--- config.mk ---
export PLATFORM = sky130hd
export DESIGN_NAME = iitr_exec
export DESIGN_NICKNAME = d
export VERILOG_FILES = /design/src/core/iitr_pkg.sv /design/src/core/iitr_alu.sv /design/src/core/iitr_exec.sv
export SDC_FILE = /design/constraint.sdc
export NUM_CORES = 1
export LEC_CHECK = 0
export ABC_AREA = 1
export BUFFER_PORTS_ARGS = -buffer_cell sky130_fd_sc_hd__buf_2
export CAP_MARGIN = 20
export CORE_MARGIN = 2
export CORE_UTILIZATION = 44
export DETAILED_ROUTE_END_ITERATION = 12
export PLACE_DENSITY_LB_ADDON = 0.08
export SKIP_LAST_GASP = 1
export SLEW_MARGIN = 20
export SYNTH_ARGS = -nofsm -noshare
export SYNTH_HDL_FRONTEND = slang
export SYNTH_SLANG_ARGS = --single-unit
export TNS_END_PERCENT = 100
--- constraint.sdc ---
create_clock -name ref_clk_i -period 1.5 [get_ports ref_clk_i]
set_input_delay 0 -clock ref_clk_i [delete_from_list [all_inputs] [get_ports ref_clk_i]]
set_output_delay 0 -clock ref_clk_i [all_outputs]
set_load 0.02 [all_outputs]
--- src/core/iitr_pkg.sv ---
// package of constants and carrier types for the increment and table read execution block
//******************************************************************************
// Overview of operation
// RL1 - increment opcode writes register plus one
// RL2 - increment sets zero on wrap, else clears
// RL3 - increment-and-test writes plus one, flags untouched
// RL4 - increment-and-test skips next when result zero
// RL5 - increment-and-test takes one or two cycles
// RL6 - table read opcode, three cycles, no flags
// RL7 - address is upper-address low nibble plus working
// RL8 - fetched word splits into upper-address and working
// RL9 - upper nibble of upper-address cleared after read
// RL10 - skipped instruction has no effects at all
// RL11 - address uses register values from instruction start
//******************************************************************************
package iitr_pkg;
    localparam int          OPC_W        = 12;
    localparam int          DATA_W       = 8;
    localparam int          FADDR_W      = 5;
    localparam int          PADDR_W      = 12;
    localparam int          NIB_W        = 4;
    // opcode patterns; for the increments top seven bits select, low five carry the operand; table read is matched whole
    localparam logic [6:0]  OPC_INC      = 7'h15;
    localparam logic [6:0]  OPC_INCSZ    = 7'h1f;
    localparam logic [11:0] OPC_IREAD    = 12'h041;
    localparam int          OPC_SEL_LSB  = 5;
    localparam int          CYC_INC      = 1;
    localparam int          CYC_INCSZ    = 1;
    localparam int          CYC_SKIP     = 2;
    localparam int          CYC_IREAD    = 3;
    localparam logic [7:0]  W_RST        = 8'h00;
    localparam logic [7:0]  UA_RST       = 8'h00;

    typedef enum logic [1:0] {
        IITR_IDLE,
        IITR_SKIP,
        IITR_RD_WAIT,
        IITR_RD_DONE
    } iitr_state_type;

    typedef struct packed {
        logic                 we;
        logic [FADDR_W-1:0]   addr;
        logic [DATA_W-1:0]    data;
    } iitr_fwr_type;

    typedef struct packed {
        iitr_state_type       st;
        logic [DATA_W-1:0]    w;
        logic [DATA_W-1:0]    ua;
        logic [PADDR_W-1:0]   paddr;
        logic                 zero;
        logic                 done;
        logic                 skip;
        logic                 zero_we;
        iitr_fwr_type         fwr;
    } iitr_regs_type;
endpackage

--- src/core/iitr_alu.sv ---
// incrementer with zero detection for the increment instructions
module iitr_alu #(
    parameter int WIDTH = 8
) (
    // operand
    input  wire logic [WIDTH-1:0] val_i,
    // result
    output logic      [WIDTH-1:0] sum_o,
    output logic                  zero_o
);
    if (WIDTH < 1) begin : g_width_chk
        $error("iitr_alu: width must be positive");
    end

    always_comb begin
        sum_o  = val_i + WIDTH'(1);
        zero_o = (sum_o == '0); // zero only after a wrap from all ones
    end
endmodule

--- src/core/iitr_exec.sv ---
// execution unit for increment, increment-and-test and table read
module iitr_exec (
    // clock and reset
    input  wire logic                               ref_clk_i,
    input  wire logic                               arst_n_i,
    // instruction issue from the sequencer
    input  wire logic                               issue_i,
    input  wire logic [iitr_pkg::OPC_W-1:0]         opcode_i,
    output logic                                    busy_o,
    output logic                                    done_o,
    output logic                                    skip_next_o,
    // register file read of the operand
    output logic      [iitr_pkg::FADDR_W-1:0]       file_rd_addr_o,
    input  wire logic [iitr_pkg::DATA_W-1:0]        file_rd_data_i,
    // register file write back
    output iitr_pkg::iitr_fwr_type                  file_wr_o,
    // zero flag
    input  wire logic                               zero_i,
    output logic                                    zero_we_o,
    output logic                                    zero_o,
    // working and upper-address registers
    output logic      [iitr_pkg::DATA_W-1:0]        work_o,
    output logic      [iitr_pkg::DATA_W-1:0]        upper_addr_o,
    // program memory read port, data valid one cycle after request
    output logic                                    pmem_rd_o,
    output logic      [iitr_pkg::PADDR_W-1:0]       pmem_addr_o,
    input  wire logic [iitr_pkg::OPC_W-1:0]         pmem_data_i
);
    iitr_pkg::iitr_regs_type q, d;

    logic [iitr_pkg::DATA_W-1:0] inc_val;
    logic                        inc_zero;
    logic                        is_inc;
    logic                        is_incsz;
    logic                        is_iread;

    //**************************************************************************
    // decode
    //**************************************************************************
    always_comb begin
        is_inc   = opcode_i[11:iitr_pkg::OPC_SEL_LSB] == iitr_pkg::OPC_INC;   // see RL1
        is_incsz = opcode_i[11:iitr_pkg::OPC_SEL_LSB] == iitr_pkg::OPC_INCSZ; // see RL3
        is_iread = opcode_i == iitr_pkg::OPC_IREAD;                           // see RL6
    end

    assign file_rd_addr_o = opcode_i[iitr_pkg::FADDR_W-1:0];

    iitr_alu #(
        .WIDTH (iitr_pkg::DATA_W)
    ) u_alu (
        .val_i  (file_rd_data_i),
        .sum_o  (inc_val),
        .zero_o (inc_zero)
    );

    //**************************************************************************
    // next state
    //**************************************************************************
    always_comb begin
        d          = q;
        d.done     = 1'b0;
        d.skip     = 1'b0;
        d.fwr.we   = 1'b0;
        d.zero_we  = 1'b0;
        unique case (q.st)
            iitr_pkg::IITR_IDLE: begin
                if (issue_i && is_inc) begin
                    d.fwr.we   = 1'b1;                    // see RL1
                    d.fwr.addr = opcode_i[iitr_pkg::FADDR_W-1:0];
                    d.fwr.data = inc_val;
                    d.zero     = inc_zero;                // see RL2
                    d.zero_we  = 1'b1;
                    d.done     = 1'b1;
                end else if (issue_i && is_incsz) begin
                    // zero flag untouched; no write strobe to it
                    d.fwr.we   = 1'b1;                    // see RL3
                    d.fwr.addr = opcode_i[iitr_pkg::FADDR_W-1:0];
                    d.fwr.data = inc_val;
                    if (inc_zero) begin
                        d.st = iitr_pkg::IITR_SKIP;       // see RL4
                    end else begin
                        d.done = 1'b1;                    // see RL5
                    end
                end else if (issue_i && is_iread) begin
                    // address latched now so the overwrite cannot disturb it
                    d.paddr = {q.ua[iitr_pkg::NIB_W-1:0], q.w}; // see RL7 RL11
                    d.st    = iitr_pkg::IITR_RD_WAIT;
                end
            end
            iitr_pkg::IITR_SKIP: begin
                // the spare cycle stands in for the discarded instruction
                d.skip = 1'b1;                            // see RL10
                d.done = 1'b1;                            // see RL5
                d.st   = iitr_pkg::IITR_IDLE;
            end
            iitr_pkg::IITR_RD_WAIT: begin
                d.st = iitr_pkg::IITR_RD_DONE;
            end
            iitr_pkg::IITR_RD_DONE: begin
                d.ua   = {{(iitr_pkg::DATA_W-iitr_pkg::NIB_W){1'b0}},
                          pmem_data_i[11:8]};             // see RL8 RL9
                d.w    = pmem_data_i[7:0];                // see RL8
                d.done = 1'b1;                            // see RL6
                d.st   = iitr_pkg::IITR_IDLE;
            end
        endcase
    end

    always_ff @(posedge ref_clk_i or negedge arst_n_i) begin
        if (!arst_n_i) begin
            q.st       <= iitr_pkg::IITR_IDLE;
            q.w        <= iitr_pkg::W_RST;
            q.ua       <= iitr_pkg::UA_RST;
            q.paddr    <= '0;
            q.zero     <= 1'b0;
            q.done     <= 1'b0;
            q.skip     <= 1'b0;
            q.fwr      <= '0;
            q.zero_we  <= 1'b0;
        end else begin
            q          <= d;
        end
    end

    //**************************************************************************
    // outputs
    //**************************************************************************
    assign busy_o       = q.st != iitr_pkg::IITR_IDLE;
    assign done_o       = q.done;
    assign skip_next_o  = q.skip;
    assign file_wr_o    = q.fwr;
    assign zero_we_o    = q.zero_we;
    // between writes the caller's flag is echoed so nothing changes
    assign zero_o       = q.zero_we ? q.zero : zero_i;
    assign work_o       = q.w;
    assign upper_addr_o = q.ua;
    assign pmem_rd_o    = q.st == iitr_pkg::IITR_RD_WAIT;
    assign pmem_addr_o  = q.paddr;
endmodule

# ---- Word level (Yosys, flattened, before mapping)
# Cells that the tools add are included.
dict set report word_totals {
  regBits 44
  input_bits 36
  word_cells 50
}
dict set report classes {
  addsub 1
  eq_ne 9
  mux 15
  bitwise 2
  n_reduce_logical 12
}
# op count
set op_table {}
lappend op_table {{14-bit 2-to-1 mux} 2}
lappend op_table {{15-bit 2-to-1 mux} 1}
lappend op_table {{7-bit by 5-bit == test with 1-bit output (second input constant)} 2}
lappend op_table {{12-bit by 7-bit == test with 1-bit output (second input constant)} 1}
lappend op_table {{8-bit by 1-bit adder with 8-bit output (second input constant)} 1}
lappend op_table {{8-bit logical NOT} 1}
lappend op_table {{2-bit 2-to-1 mux} 4}
lappend op_table {{1-bit 2-to-1 mux} 6}
lappend op_table {{3-bit != test (second input constant)} 2}
lappend op_table {{2-bit one-hot mux with 3 select lines} 1}
lappend op_table {{2-bit == test (second input constant)} 2}
lappend op_table {{2-bit AND reduction} 2}
lappend op_table {{4-bit AND reduction} 1}
lappend op_table {{2-bit nonzero test} 2}
lappend op_table {{1-bit logical AND} 3}
lappend op_table {{3-bit AND reduction} 1}
lappend op_table {{2-bit by 1-bit == test with 1-bit output (second input constant)} 1}
lappend op_table {{2-bit logical NOT} 1}
lappend op_table {{2-bit != test (second input constant)} 1}
lappend op_table {{1-bit NOT} 2}
lappend op_table {{1-bit one-hot mux with 2 select lines} 1}
lappend op_table {{2-bit OR reduction} 1}

# ---- Longest topological paths before layout
dict set report depth {
  depth_word 6
  mapped_depth 10
}

# ---- Hierarchy
# A second synthesis with hierarchy kept.
dict set report unflattened {
  cells_unflattened 280
  area_unflattened_um2 2462.4
}
# mod n_inst cells_per_inst area_per_inst_um2 seq_area_each_um2
set modules_own_cells {}
lappend modules_own_cells {iitr_exec 1 239 2262.2 1101.1}
lappend modules_own_cells {iitr_alu 1 41 200.2 0.0}

# ---- Least setup slack after synthesis
# Ideal clock, no wire load.
dict set report synth_path {
  path_kind {flip-flop to flip-flop}
  startpoint {register q[47] (netlist bit)}
  endpoint {register q (netlist bit file_wr_o[4])}
  setup_ps 116
  arrival_time_ps 1354
  required_time_ps 1384
  path_slack_ps 30
  path_stages_with_launch 8
  n_path_buf 1
  period_less_slack_ps 1470
  cell_sequence {dfrtp_1 nor2_4 inv_2 nor4_4 a21oi_2 buf_2 nand2_1 nand2_1}
}
dict set report synth_via {
  elab_chain_len 2
}
# element line_no
set synth_lines {}
lappend synth_lines {{from (decl)} iitr_exec.sv:29} ;# iitr_pkg::iitr_regs_type q, d;
lappend synth_lines {{2-bit logical NOT} iitr_exec.sv:65} ;# unique case (q.st)
lappend synth_lines {{2-bit AND reduction (no source line)} -}
# Every way passes these cells.
# A chain may end at the register's enable or synchronous reset.

# ---- Worst setup path in the final report
dict set report layout_path {
  startpoint {register q[46] (netlist bit)}
  endpoint {register q (netlist bit file_wr_o[7])}
}
# The elaborated chain is that of the path after synthesis.

==> impl_metrics.toml <==
[worst_hold_path]
min_to = "file_wr_o[1]$_DFFE_PN0P_"
worst_hold_startpoint = "file_rd_data_i[1]"
hold_class = "in -> reg"
worst_hold_path.num_cells = 4

[setup_path]
arrival_ns = 1.51
r2r_slack_ns = 0.17
cp_top_family = "flip-flops"
endpoint_kind = "flip-flop"
crit_path_max_incr_delay_ns = 0.45
critPathMaxFanout = 11
timing.rr.end = "file_wr_o[7]$_DFFE_PN0P_"
r2r-start = "q[46]$_DFFE_PN0P_"
critPathLaunchType = "flip-flop"
path_cells = "nor2_4, inv_2, nor4_4, a21oi_4, buf_4, nand2_1, o21ai_1"
crit_cells = 7
slowest_stage = "dfrtp_2"
setup.worst_path.class = "reg -> reg"
reg2regPathDepth = 7
required_ns = 1.69
worst-path-buf-inv = 2

[sta]
whs_ns = 0.0600
finalClockSkew_ns = 0.00816
finalCritPeriodShare_pct = 88.4
fmax_ghz = 0.754
min_period_ns = 1.33
hold_viol_final = 0
finalSetupTns_ns = 0
finalSetupViolations = 0
final_max_slew_viol_count = 0
rsz0062_at_grt = "false"

[yosys]
netlist_instances = 270
synth_fa_ha_area_share_pct = 0.549
yosys-top-cells-area = "dfrtp_1 (48%), buf_4 (15%), nand2_1 (9.9%), nor2_1 (4.4%), inv_1 (4.1%)"
dominantRegCellSynth = "dfrtp_1"
synth-simple-area-share_pct = 19.5
synthMostInstantiatedCell = "nand2_1"
synth_top_family_by_area = "buffers and inverters"
synth_mux_area_share_pct = 0.494
synth_cell_types = 29
syn_area_per_cell_um2 = 8.45
synth_top_area_share_pct = 48.3
ys_seq_elements = 44
ys_warn_count = 0
yosys-top-cells-count = "nand2_1 (60), buf_4 (47), dfrtp_1 (44)"
synth_compound_area_share_pct = 8.61
async_flop_share_pct = 100
synth_area_um2 = 2280
synth-edff-count = 0
synthXorXnorAreaFrac_pct = 0.768
synth_seq_area_share_pct = 48.3
synth_area_leader_cell = "dfrtp_1"

[global_routing]
first_global_vias = 1655
grt.overflow.total = 0
grt_antenna_before_repair = 0
grt_util_all_layers_pct = 16.1
grt_pass1_wl_um = 7540
grt_start_max_net_pins = 45

[cells_and_area]
nNetsFinal = 375
insertedDiodeCount = 0
drive_gt1_share_pct = 32.2
syn_to_final_growth_pct = 23.6
regArea_um2 = 1100
finalCoreUtilization_pct = 55.9
layout.cells.non_filler = 409
fill_cells = 498
multi_input_area_um2 = 711

[clock_tree]
root_buffer = "clkbuf_8"
cts-buffers-inserted = 5
clock_sinks = 44
cts_setup_buffers = 0
clock_latency_ns = 0.30
clk_path_buf_depth = 2
cts_max_level = 2
clkTransAtPathRegs_ns = 0.08
cts_tree = "built"

[floorplanning]
io_pins = 89
dieWidth_um = 76
core_area_um2 = 5040
die_h_um = 76
floorplan.initialDensity_pct = 45.2
die-area_um2 = 5780
std_cell_rows = 26

[drt]
drt_first_pass_iters = 4
drc = 0
routedWlPerCell_um = 10.5
drt-total-wl_um = 4310
vias = 1753
drtAntennaViolNets = 0
viasPerCell = 4.29
drtIter0Drc = 43

[power]
p_leak_uw = 0.00157
fin_total_pwr_uw = 3890
vdd_drop_max_mv = 0.738
powerDensity_nw_per_um2 = 1380

[placed_design]
placed_cells = 382
place.gp.congestion = 0.774
dpl.hpwl_um = 3170
port_buffers = 84

[run_status]
status = "complete, no violations"

[run]
cap_violations = 0
## layout by cell type, fill, tap and decap left out, types with 2 or more instances in the layout
| master | n |
|---|---|
| nor3_2 | 2 |
| clkbuf_8 | 5 |
| buf_4 | 6 |
| buf_12 | 2 |
| o21ai_1 | 6 |
| conb_1 | 4 |
| nand2_1 | 60 |
| nand3b_1 | 2 |
| clkinv_4 | 3 |
| dfrtp_1 | 43 |
| buf_2 | 84 |
| nor2_1 | 27 |
| inv_1 | 25 |
| o21ai_0 | 14 |
| nand3_1 | 10 |
| dlygate4sd3_1 | 19 |
| a21oi_1 | 13 |
## where the power goes
group          internal, uW  switching (uW)
clock network           501             412
logic                   495             870
registers              1460             146
total                  2460            1430
## state kept, by name (all words and copies together) (netlist names)
register      flops
upper_addr_o      4
q                 3
done_o            1
skip_next_o       1
work_o            8
pmem_addr_o      12
zero_we_o         1
file_wr_o        14
## cell type report
| type | count | share of cell area [%] |
|---|---|---|
| Clock inverter | 3 | 1.69 |
| Sequential cell | 44 | 39.1 |
| Clock buffer | 5 | 2.44 |
| Inverter | 27 | 3.77 |
| Timing Repair Buffer | 111 | 24.7 |
| Multi-Input combinational cell | 149 | 25.2 |
| Tap cell | 70 | 3.11 |
## worst max path at each step
stage                                 start                        to  slack [ns]
after global routing      q[46]$_DFFE_PN0P_  file_wr_o[7]$_DFFE_PN0P_        0.06
after global placement    q[46]$_DFFE_PN0P_  file_wr_o[2]$_DFFE_PN0P_        0.10
after detailed placement  q[46]$_DFFE_PN0P_  file_wr_o[0]$_DFFE_PN0P_        0.04
final                     q[46]$_DFFE_PN0P_  file_wr_o[7]$_DFFE_PN0P_        0.17
after floorplan           q[47]$_DFFE_PN0P_  file_wr_o[4]$_DFFE_PN0P_        0.03
after CTS                 q[46]$_DFFE_PN0P_  file_wr_o[7]$_DFFE_PN0P_        0.03
## timing repair
item / in CTS / in global routing
hold endpoints to repair: 62 / 0
endpoints found under the setup margin: 0 / 12
gates resized for setup: 0 / 3
hold buffers: 19 / 0
## routing by layer
metal	routed length, um	up-vias	GRT usage (%)	share of wire (%)
li1	-	927	-	-
met1	2050	773	22.1	47
met2	2000	47	25.0	46
met3	204	6	4.15	4.7
met4	64	0	5.45	1.5
met5	0	-	0	0
## metrics by stage
| step | setup slack, ns | instance area (um^2) |
|---|---|---|
| floorplan | 0.0297 | 2290 |
| global placement | 0.104 | 2500 |
| detailed placement | 0.0410 | 2500 |
| CTS | 0.0279 | 2810 |
| global route | 0.0558 | 2820 |
| finish | 0.174 | 2820 |
## kinds of logic after synthesis
kind of cell,count (synthesis)
AND/OR/NAND/NOR,104
buffers and inverters,80
flip-flops,44
AO/OA/AOI/OAI,37
XOR/XNOR,2
adder cells (fa/ha/maj),1
other,1
multiplexers,1
## tightest hold or removal path, cell delays in order
cell	delay, ns
buf_2	0.11
ha_1	0.12
nand2_1	0.05
nand2_1	0.05
(Power assumes the default switching activity.)
